==> src/design/abg_map.svh <==
// Purpose: Named constants of the baud generator and autobaud unit
// Assumes: Included by the bare name wherever a constant is needed
// Notes:   Definitions only
`ifndef ABG_MAP_SVH
`define ABG_MAP_SVH

// ============================================================
// Prescaler
`define ABG_FIX_TERM2   2'h1
`define ABG_FIX_TERM3   2'h2
`define ABG_FRAC_HALF   9'h100

// ============================================================
// Oversampling and bit sampling
`define ABG_ASYNC_TERM  4'hf
`define ABG_SYNC_TERM   4'h3
`define ABG_SMP_FIRST   4'h6
`define ABG_SMP_LAST    4'h8
`define ABG_ASYNC_OVS   5'h10
`define ABG_SYNC_OVS    5'h04

// ============================================================
// Autobaud candidates, divide factors in prescaled ticks per bit
`define ABG_NUM_RATES   9
`define ABG_DF0         14'h0030
`define ABG_DF1         14'h0060
`define ABG_DF2         14'h00c0
`define ABG_DF3         14'h0120
`define ABG_DF4         14'h0240
`define ABG_DF5         14'h0480
`define ABG_DF6         14'h0900
`define ABG_DF7         14'h1200
`define ABG_DF8         14'h2400
`define ABG_MEAS_MAX    14'h2880
`define ABG_TOL_SHIFT   3
`define ABG_RLD_SHIFT   4
`define ABG_LAST_BIT    4'h8

// ============================================================
// Expected characters, seven data bits
`define ABG_CH_LA       7'h61
`define ABG_CH_LT       7'h74
`define ABG_CH_UA       7'h41
`define ABG_CH_UT       7'h54

// ============================================================
// Mode field values written on success, and reset values
`define ABG_MODE_7P     3'h3
`define ABG_MODE_8P     3'h7
`define ABG_MODE_8N     3'h1
`define ABG_MODE_RST    3'h0

`endif

==> src/design/abg_pkg.sv <==
// Purpose: Types shared by the baud generator files
// Assumes: Constants live in abg_map.svh
// Notes:   Autobaud states step in Gray code along the usual path
package abg_pkg;
    typedef logic [2:0] abg_mode_t;
    typedef logic [13:0] abg_cnt_t;
    typedef enum logic [2:0] {
        ABG_IDLE  = 3'h0,
        ABG_MEAS  = 3'h1,
        ABG_BYTE1 = 3'h3,
        ABG_GAP   = 3'h2,
        ABG_BYTE2 = 3'h6,
        ABG_DONE  = 3'h7
    } abg_state_t;
endpackage

==> src/design/abg_if.sv <==
// Purpose: Link between the control logic and the prescaler
// Assumes: One clock domain
// Notes:   tick is a one-cycle pulse at the prescaled rate
`timescale 1ns/100ps
`default_nettype none
interface abg_if #(
    parameter int STEP_W = 9
) ();
    logic              fde;
    logic              brs;
    logic              sync;
    logic [STEP_W-1:0] step;
    logic              tick;
    modport ctl (output fde, output brs, output sync, output step, input tick);
    modport div (input fde, input brs, input sync, input step, output tick);
endinterface
`default_nettype wire

==> src/design/abg_frac_div.sv <==
// Purpose: Prescaler giving the baud timer its input tick
// Assumes: Step field is the numerator over 512
// Notes:   Fractional path is used only in asynchronous operation
`timescale 1ns/100ps
`default_nettype none
`include "abg_map.svh"
module abg_frac_div #(
    parameter int STEP_W = 9
) (
    input wire logic clk,
    input wire logic rst_n,
    abg_if.div       bif
);
    import abg_pkg::*;

    // ============================================================
    // Checks
    generate
        if (STEP_W != 9) begin : g_chk
            $error("abg_frac_div: step width must be 9");
        end
    endgenerate

    logic [STEP_W-1:0] acc_r;
    logic [1:0]        fix_r;
    logic              tick_r;

    // ============================================================
    // Decode; the carry of the accumulator is the n/512 rate
    wire [STEP_W:0] sum       = {1'b0, acc_r} + {1'b0, bif.step};
    wire            use_frac  = bif.fde & ~bif.sync;
    wire [1:0]      fix_term  = bif.brs ? `ABG_FIX_TERM3 : `ABG_FIX_TERM2;
    wire            fix_wrap  = fix_r >= fix_term;
    wire            step_zero = (bif.step == '0);

    // Accumulator, fixed divider and registered tick
    always_ff @(posedge clk) begin
        if (!rst_n) begin
            acc_r  <= '0;
            fix_r  <= '0;
            tick_r <= 1'b0;
        end else begin
            acc_r  <= use_frac ? sum[STEP_W-1:0] : acc_r;
            fix_r  <= (use_frac | fix_wrap) ? 2'h0 : fix_r + 2'h1;
            tick_r <= use_frac ? (step_zero | sum[STEP_W]) : fix_wrap;
        end
    end

    assign bif.tick = tick_r;
endmodule
`default_nettype wire

==> src/design/abg_top.sv <==
// Purpose: Baud generator with fractional prescaler and autobaud front end
// Assumes: rxd is asynchronous; all control inputs come from logic on clk
// Notes:   Autobaud times the start bit of the first byte, then samples both
//          bytes at the matched candidate rate to decide case and format
`timescale 1ns/100ps
`default_nettype none
`include "abg_map.svh"
module abg_top #(
    parameter int RLD_W  = 13,
    parameter int STEP_W = 9
) (
    input  wire logic              clk,
    input  wire logic              rst_n,
    input  wire logic              fractional_divider_enable,
    input  wire logic              prescaler_ratio_select,
    input  wire logic              sync_mode,
    input  wire logic              baud_run,
    input  wire logic [STEP_W-1:0] fraction_step_field,
    input  wire logic              reload_wr,
    input  wire logic [RLD_W-1:0]  reload_wdata,
    input  wire logic              ctrl_wr,
    input  wire abg_pkg::abg_mode_t mode_wdata,
    input  wire logic              odd_wdata,
    input  wire logic              autobaud_enable,
    input  wire logic              autobaud_flag_clr,
    input  wire logic              rxd,
    output logic [RLD_W-1:0]       baud_reload_register_r,
    output logic [RLD_W-1:0]       timer_value_r,
    output abg_pkg::abg_mode_t     frame_mode_field_r,
    output logic                   parity_odd_select_r,
    output logic                   sample_tick_r,
    output logic                   baud_tick_r,
    output logic                   autobaud_busy_r,
    output logic                   autobaud_done_r,
    output logic [3:0]             autobaud_rate_idx_r
);
    import abg_pkg::*;

    // ============================================================
    // Checks: the largest candidate reload needs ten bits
    generate
        if (RLD_W < 10 || RLD_W > 14) begin : g_chk
            $error("abg_top: reload width must be 10 to 14");
        end
    endgenerate

    abg_if #(.STEP_W(STEP_W)) bif ();

    assign bif.fde  = fractional_divider_enable;
    assign bif.brs  = prescaler_ratio_select;
    assign bif.sync = sync_mode;
    assign bif.step = fraction_step_field;

    abg_frac_div #(.STEP_W(STEP_W)) u_div (
        .clk   (clk),
        .rst_n (rst_n),
        .bif   (bif)
    );

    // ============================================================
    // Receive line: three stages, a change counts when stages two and three agree
    logic rx_s1_r, rx_s2_r, rx_s3_r, rx_r, rx_prev_r;
    always_ff @(posedge clk) begin
        if (!rst_n) begin
            {rx_s1_r, rx_s2_r, rx_s3_r, rx_r, rx_prev_r} <= 5'h1f;
        end else begin
            {rx_s1_r, rx_s2_r, rx_s3_r} <= {rxd, rx_s1_r, rx_s2_r};
            rx_r      <= (rx_s2_r == rx_s3_r) ? rx_s3_r : rx_r;
            rx_prev_r <= rx_r;
        end
    end
    wire rx_fall = rx_prev_r & ~rx_r;
    wire rx_rise = ~rx_prev_r & rx_r;

    // ============================================================
    // Autobaud datapath signals
    abg_state_t st_r;
    abg_cnt_t   cnt_r, df_r, hit_df, d_k;
    logic [3:0] bit_r, hit_k;
    logic [8:0] sh_r, byte1_r;
    logic       hit;

    // Candidate divide factors
    function automatic abg_cnt_t df_of(input logic [3:0] k);
        case (k)
            4'h0:    df_of = `ABG_DF0;
            4'h1:    df_of = `ABG_DF1;
            4'h2:    df_of = `ABG_DF2;
            4'h3:    df_of = `ABG_DF3;
            4'h4:    df_of = `ABG_DF4;
            4'h5:    df_of = `ABG_DF5;
            4'h6:    df_of = `ABG_DF6;
            4'h7:    df_of = `ABG_DF7;
            4'h8:    df_of = `ABG_DF8;
            default: df_of = '0;
        endcase
    endfunction

    // Match the start bit width; a 12.5 % window keeps candidates apart
    always_comb begin
        hit    = 1'b0;
        hit_k  = 4'h0;
        hit_df = '0;
        d_k    = '0;
        for (int k = 0; k < `ABG_NUM_RATES; k++) begin
            d_k = df_of(4'(k));
            if (!hit && cnt_r >= d_k - (d_k >> `ABG_TOL_SHIFT)
                     && cnt_r <= d_k + (d_k >> `ABG_TOL_SHIFT)) begin
                hit    = 1'b1;
                hit_k  = 4'(k);
                hit_df = d_k;
            end
        end
    end

    // Frame evaluation over both bytes
    wire [8:0] sh_nxt  = {rx_r, sh_r[8:1]};
    wire [8:0] b1      = byte1_r;
    wire [8:0] b2      = sh_nxt;
    wire       p1      = ^b1[6:0];
    wire       p2      = ^b2[6:0];
    wire       case_ok = (b1[6:0] == `ABG_CH_LA && b2[6:0] == `ABG_CH_LT)
                      || (b1[6:0] == `ABG_CH_UA && b2[6:0] == `ABG_CH_UT);
    wire       stops   = b1[8] & b2[8];
    wire       low7    = ~b1[7] & ~b2[7];
    wire       f7e     = (b1[7] == p1) && (b2[7] == p2) && stops;
    wire       f7o     = (b1[7] != p1) && (b2[7] != p2) && stops;
    wire       f8e     = low7 && (b1[8] == p1) && (b2[8] == p2);
    wire       f8o     = low7 && (b1[8] != p1) && (b2[8] != p2);
    wire       f8n     = low7 && stops;
    wire       fmt_ok  = f7e | f7o | f8e | f8o | f8n;
    wire abg_mode_t ab_mode = (f7e | f7o) ? `ABG_MODE_7P :
                              (f8e | f8o) ? `ABG_MODE_8P : `ABG_MODE_8N;
    wire       ab_odd  = f7o | (~f7e & f8o);
    wire [RLD_W-1:0] ab_rld = RLD_W'((df_r >> `ABG_RLD_SHIFT) - 14'h1);

    // Sample point decode
    wire smp_now = bif.tick && (cnt_r == '0);
    wire last    = smp_now && (bit_r == `ABG_LAST_BIT);
    wire ab_ok   = autobaud_enable && (st_r == ABG_BYTE2) && last && case_ok && fmt_ok;

    // ============================================================
    // Autobaud state machine; every timing step waits on the prescaled tick
    always_ff @(posedge clk) begin
        if (!rst_n || !autobaud_enable) begin
            st_r  <= ABG_IDLE;
            cnt_r <= '0;
            bit_r <= 4'h0;
        end else begin
            case (st_r)
                ABG_IDLE: begin
                    cnt_r <= '0;
                    if (rx_fall) begin
                        st_r <= ABG_MEAS;
                    end
                end
                ABG_MEAS: begin
                    if (rx_rise) begin
                        st_r  <= hit ? ABG_BYTE1 : ABG_IDLE;
                        cnt_r <= hit_df >> 1;
                        bit_r <= 4'h0;
                    end else if (cnt_r > `ABG_MEAS_MAX) begin
                        st_r <= ABG_IDLE;
                    end else if (bif.tick) begin
                        cnt_r <= cnt_r + 14'h1;
                    end
                end
                ABG_BYTE1, ABG_BYTE2: begin
                    if (last) begin
                        st_r <= (st_r == ABG_BYTE1) ? ABG_GAP : (ab_ok ? ABG_DONE : ABG_IDLE);
                    end
                    if (smp_now) begin
                        cnt_r <= df_r - 14'h1;
                        bit_r <= bit_r + 4'h1;
                    end else if (bif.tick) begin
                        cnt_r <= cnt_r - 14'h1;
                    end
                end
                ABG_GAP: begin
                    if (rx_fall) begin
                        st_r  <= ABG_BYTE2;
                        cnt_r <= df_r + (df_r >> 1);
                        bit_r <= 4'h0;
                    end
                end
                ABG_DONE: st_r <= ABG_DONE;
                default:  st_r <= ABG_IDLE;
            endcase
        end
    end

    // Shift register, first byte, matched rate and flags
    always_ff @(posedge clk) begin
        if (!rst_n) begin
            sh_r                <= '0;
            byte1_r             <= '0;
            df_r                <= '0;
            autobaud_rate_idx_r <= 4'h0;
            autobaud_busy_r     <= 1'b0;
            autobaud_done_r     <= 1'b0;
        end else begin
            sh_r    <= smp_now ? sh_nxt : sh_r;
            byte1_r <= (st_r == ABG_BYTE1 && last) ? sh_nxt : byte1_r;
            if (st_r == ABG_MEAS && rx_rise && hit) begin
                df_r                <= hit_df;
                autobaud_rate_idx_r <= hit_k;
            end
            autobaud_busy_r <= (st_r != ABG_IDLE) && (st_r != ABG_DONE);
            autobaud_done_r <= ab_ok | (autobaud_done_r & ~autobaud_flag_clr);  // Set wins
        end
    end

    // ============================================================
    // Control bits and reload register; a detection result beats a CPU write
    always_ff @(posedge clk) begin
        if (!rst_n) begin
            frame_mode_field_r     <= `ABG_MODE_RST;
            parity_odd_select_r    <= 1'b0;
            baud_reload_register_r <= '0;
        end else if (ab_ok) begin
            frame_mode_field_r     <= ab_mode;
            parity_odd_select_r    <= ab_odd;
            baud_reload_register_r <= ab_rld;
        end else begin
            frame_mode_field_r     <= ctrl_wr ? mode_wdata : frame_mode_field_r;
            parity_odd_select_r    <= ctrl_wr ? odd_wdata : parity_odd_select_r;
            baud_reload_register_r <= reload_wr ? reload_wdata : baud_reload_register_r;
        end
    end

    // ============================================================
    // Baud timer; a load while stopped waits for the run bit
    logic       pend_r;
    logic [3:0] ovs_r;
    wire              ld_req = reload_wr | ab_ok;
    wire [RLD_W-1:0]  ld_val = ab_ok ? ab_rld : reload_wdata;
    wire              uflow  = baud_run && bif.tick && (timer_value_r == '0);
    wire [3:0]        ovs_tm = sync_mode ? `ABG_SYNC_TERM : `ABG_ASYNC_TERM;
    wire              ovs_wr = ovs_r >= ovs_tm;
    wire              in_smp = (ovs_r >= `ABG_SMP_FIRST) && (ovs_r <= `ABG_SMP_LAST);

    always_ff @(posedge clk) begin
        if (!rst_n) begin
            timer_value_r <= '0;
            pend_r        <= 1'b0;
        end else begin
            pend_r <= (ld_req | pend_r) & ~baud_run;
            if (baud_run && ld_req) begin
                timer_value_r <= ld_val;
            end else if (baud_run && pend_r) begin
                timer_value_r <= baud_reload_register_r;
            end else if (uflow) begin
                timer_value_r <= baud_reload_register_r;
            end else if (baud_run && bif.tick) begin
                timer_value_r <= timer_value_r - 1'b1;
            end
        end
    end

    // Divide underflows by sixteen or four, mark samples seven to nine in asynchronous mode only
    always_ff @(posedge clk) begin
        if (!rst_n) begin
            ovs_r         <= 4'h0;
            baud_tick_r   <= 1'b0;
            sample_tick_r <= 1'b0;
        end else begin
            ovs_r         <= uflow ? (ovs_wr ? 4'h0 : ovs_r + 4'h1) : ovs_r;
            baud_tick_r   <= uflow & ovs_wr;
            sample_tick_r <= uflow & ~sync_mode & in_smp;
        end
    end

    // ============================================================
    // Helper counting underflows per baud period, for checking only
    logic [4:0] hcnt_r;
    logic       hval_r, sync_q_r;
    always_ff @(posedge clk) begin
        if (!rst_n) begin
            hcnt_r   <= 5'h00;
            hval_r   <= 1'b0;
            sync_q_r <= 1'b0;
        end else begin
            sync_q_r <= sync_mode;
            hval_r   <= (sync_q_r != sync_mode) ? 1'b0 : (hval_r | baud_tick_r);
            hcnt_r   <= baud_tick_r ? {4'h0, uflow} : hcnt_r + {4'h0, uflow};
        end
    end
endmodule
`default_nettype wire

==> config.mk <==
export PLATFORM = sky130hd
export DESIGN_NAME = abg_top
export DESIGN_NICKNAME = d
export VERILOG_FILES = /design/src/design/abg_pkg.sv /design/src/design/abg_if.sv /design/src/design/abg_frac_div.sv /design/src/design/abg_top.sv
export VERILOG_INCLUDE_DIRS = /design/src /design/src/design
export SDC_FILE = /design/constraint.sdc
export NUM_CORES = 1
export LEC_CHECK = 0
export ABC_AREA = 1
export BUFFER_PORTS_ARGS = -buffer_cell sky130_fd_sc_hd__buf_2
export CORE_ASPECT_RATIO = 0.8
export CORE_UTILIZATION = 40
export DETAILED_ROUTE_END_ITERATION = 8
export GPL_ROUTABILITY_DRIVEN = 0
export HOLD_SLACK_MARGIN = 0.02
export PLACE_DENSITY_LB_ADDON = 0.05
export REMOVE_ABC_BUFFERS = 1
export SLEW_MARGIN = 25
export SYNTH_ARGS = -nofsm -noshare
export SYNTH_HDL_FRONTEND = slang
export SYNTH_SLANG_ARGS = --single-unit
==> constraint.sdc <==
create_clock -name clk -period 2.65 [get_ports clk]
set_input_delay 0 -clock clk [delete_from_list [all_inputs] [get_ports clk]]
set_output_delay 0 -clock clk [all_outputs]
set_load 0.02 [all_outputs]
==> metrics.txt <==
Cells after Synth=1,305; Leakage=5.00 nW; Slew @ Worst Pin=0.788 ns; min-delay worst type=primary input to flop; largest net degree at the start of global routing=41; die footprint=21,200 um2; worst hold start=reload_wdata[9]; CTS H-tree lvls=3; Pint=0.00285 W; share of cells above drive strength 1=16.0%; IO buf count=74; PwrDens=411 nW/um2; Worst-path clk slew=0.07 ns; Max Fclk=0.401 GHz; total core area=20,000 um2; initial drt markers=886; initial core utilization=41.2%; GR peak layer=met2; total gr overflow=0; clock share of power=37.2%; I/O pin count=75; grt met3 use=3.69%; CP Max Fanout=6; clk sink count=107; total CTS buffers=9; vias per inst=5.13; GR Util met2=37.0%; Seq/Total Area, Yosys=26.0%; initial antenna violation count=0; r2r setup slk=0.15 ns; 1st-pass router iterations=5; reg2reg start=cnt_r[8]; dpl ws=0.125 ns; number of core rows=46; total vias in the final route=8,806; fin nets=1,536; Area growth syn-to-layout=21.2%; clk_lat worst skew=0.36 ns; final setup fails=0; DIE HEIGHT=130 um; CP Launch Type=flop; drt total wl=25,600 um; clk_skew=0.00638 ns; combinational share of power=20.3%; CTS Buffer Depth=2; Hold Crit Endpoint=baud_reload_register_r[9]; Residual DRC=0; WL per Instance=14.9 um; status=completed; Total GRT Usage=24.3%; yosys warns=0; Hold WS=0.0292 ns; required time worst endpoint=2.86 ns; die width=162 um; Worst R2R Path Depth=15; Final min period=2.50 ns; post-route clock period utilization=94.2%; headroom to the max-slew limit=47.3%; hold depth=3; Syn Area/Cell=6.30 um2; Synth cell types=47; Peak VDD IR=313 uV; Seq pwr share=42.5%; Max Cap Violations=0; Worst R2R End=cnt_r[9]; Critical Setup Path Class=flop to flop; met1 GRT Util=36.0%; switching part of the total=30.4%; HPWL after detailed placement=19,800 um; Final Hold Viols=0; Cell Area, Synth=8230 um2; Psw=0.00124 W; final worst slack=0.154 ns; Slew Limit Fails=0; post-route ant nets=0; vias in the first global route=7,868; Synth Register Bits=107; antenna cells=0; first-pass GRT wire length=40,600 um; CTS tree=built; clk root buf=clkbuf_16; critical path capture point type=flop; CP Data Arrival Time=2.71 ns
-- kinds of logic after synthesis --
logic type	synth area share, %
buffers and inverters	11.2
flip-flops	26.0
adder cells (fa/ha/maj)	7.94
AND/OR/NAND/NOR	35.2
XOR/XNOR	3.51
AO/OA/AOI/OAI	16.0
-- through the flow --
step                      cells  utilization (%)  setup TNS [ns]  instance area [um2]  power [W]
after global routing       1717             49.9          -0.111                 9970    0.00430
after floorplan            1270                -               0                 8010    0.00230
final                      1717             49.9               0                 9970    0.00409
after global placement     1674             46.2               0                 9230    0.00253
after detailed placement   1674             46.2               0                 9230    0.00254
after CTS                  1710             48.8               0                 9750    0.00410
-- worst max-delay path: stages (launching register included) --
cell and delay [ns]:
dfxtp_1 0.38, nor2_4 0.21, inv_1 0.08, nor2_1 0.21
nand3_1 0.22, buf_4 0.23, o21bai_1 0.27, nor2_1 0.14
nand2_1 0.08, nor2_1 0.06, nand3_1 0.07, nand2_1 0.06
nand2_1 0.06, nand3_1 0.11, nand2_1 0.10, a21oi_1 0.06
-- power by group through the flow --
stage | clock network, W | logic, W | registers (W)
after floorplan | 0 | 0.000488 | 0.00181
after global placement | 0 | 0.000758 | 0.00178
after detailed placement | 0 | 0.000764 | 0.00178
after CTS | 0.00157 | 0.000790 | 0.00174
after global routing | 0.00161 | 0.000941 | 0.00175
final | 0.00152 | 0.000830 | 0.00174
-- worst max-delay path by stage --
stage	start	to	slack [ns]	depth (start not counted)
after floorplan	cnt_r[0]	cnt_r[10]	0.07	19
after global placement	cnt_r[6]	autobaud_rate_idx_r[2]	0.05	15
after detailed placement	sh_r[6]	timer_value_r[1]	0.13	19
after CTS	sh_r[6]	timer_value_r[1]	0.10	19
after global routing	b1[4]	timer_value_r[4]	-0.03	22
final	cnt_r[8]	cnt_r[9]	0.15	15
-- area by class of cell --
cell class | count | area, um2
inverter | 189 | 709
timing repair buffer | 167 | 1160
sequential | 107 | 2150
clock inverter | 5 | 86.3
tap | 264 | 330
fill | 2089 | 10000
clock buffer | 11 | 233
multi-input combinational | 974 | 5300
-- state kept, by name, indices dropped and copies added, names as in the netlist, 2 cells and up --
register / flops
df_r: 10
bit_r: 4
autobaud_rate_idx_r: 3
u_div.fix_r: 2
u_div.acc_r: 9
b1: 9
st_r: 3
timer_value_r: 13
sh_r: 8
baud_reload_register_r: 13
ovs_r: 4
frame_mode_field_r: 3
cnt_r: 14
-- cell usage after synthesis, drive strengths merged --
master / count / area, um2
clkinv: 4 / 15.0
o2111ai: 1 / 8.76
ha: 49 / 613
a21oi: 100 / 504
buf: 23 / 169
o21a: 2 / 15.0
dfxtp: 107 / 2140
nand3: 107 / 568
or2: 4 / 25.0
nor3: 29 / 156
nand4: 20 / 125
xnor2: 9 / 78.8
nor4: 4 / 25.0
xor2: 24 / 210
inv: 185 / 694
fa: 2 / 40.0
a211oi: 1 / 7.51
a22o: 1 / 8.76
a31oi: 12 / 75.1
nand2: 325 / 1270
and3: 3 / 18.8
clkbuf: 12 / 46.3
o211ai: 11 / 82.6
o22ai: 2 / 12.5
o221ai: 1 / 8.76
nor2: 145 / 638
nor3b: 2 / 15.0
nand3b: 7 / 52.6
o31ai: 1 / 7.51
o21ai: 107 / 551
a2111oi: 1 / 8.76
o21bai: 4 / 30.0
-- layer usage --
| metal | wire length, um | vias to the layer above |
|---|---|---|
| met2 | 10600 | 299 |
| met1 | 13000 | 3955 |
| met5 | 0 | - |
| met4 | 304 | 0 |
| met3 | 1720 | 29 |
| li1 | - | 4523 |
-- cells in the final DEF, fill, tap and decap left out, drive strengths merged, types with 3 or more instances in the layout --
master,count
a21oi,100
a31oi,12
and3,3
buf,147
clkbuf,11
clkinv,4
dfxtp,107
dlygate4sd3,20
ha,49
inv,186
nand2,325
nand3,107
nand3b,7
nand4,20
nor2,145
nor3,29
nor4,4
o211ai,11
o21ai,107
o21bai,4
or2,4
xnor2,9
xor2,24
-- what timing repair did --
action | in CTS | in global routing
setup endpoints to repair | 0 | 42
hold buffers | 20 | 0
buffers inserted | 0 | 7
endpoints found under the hold margin | 19 | 0
resized for setup | 0 | 37
Power figures use the tool's default switching activity.
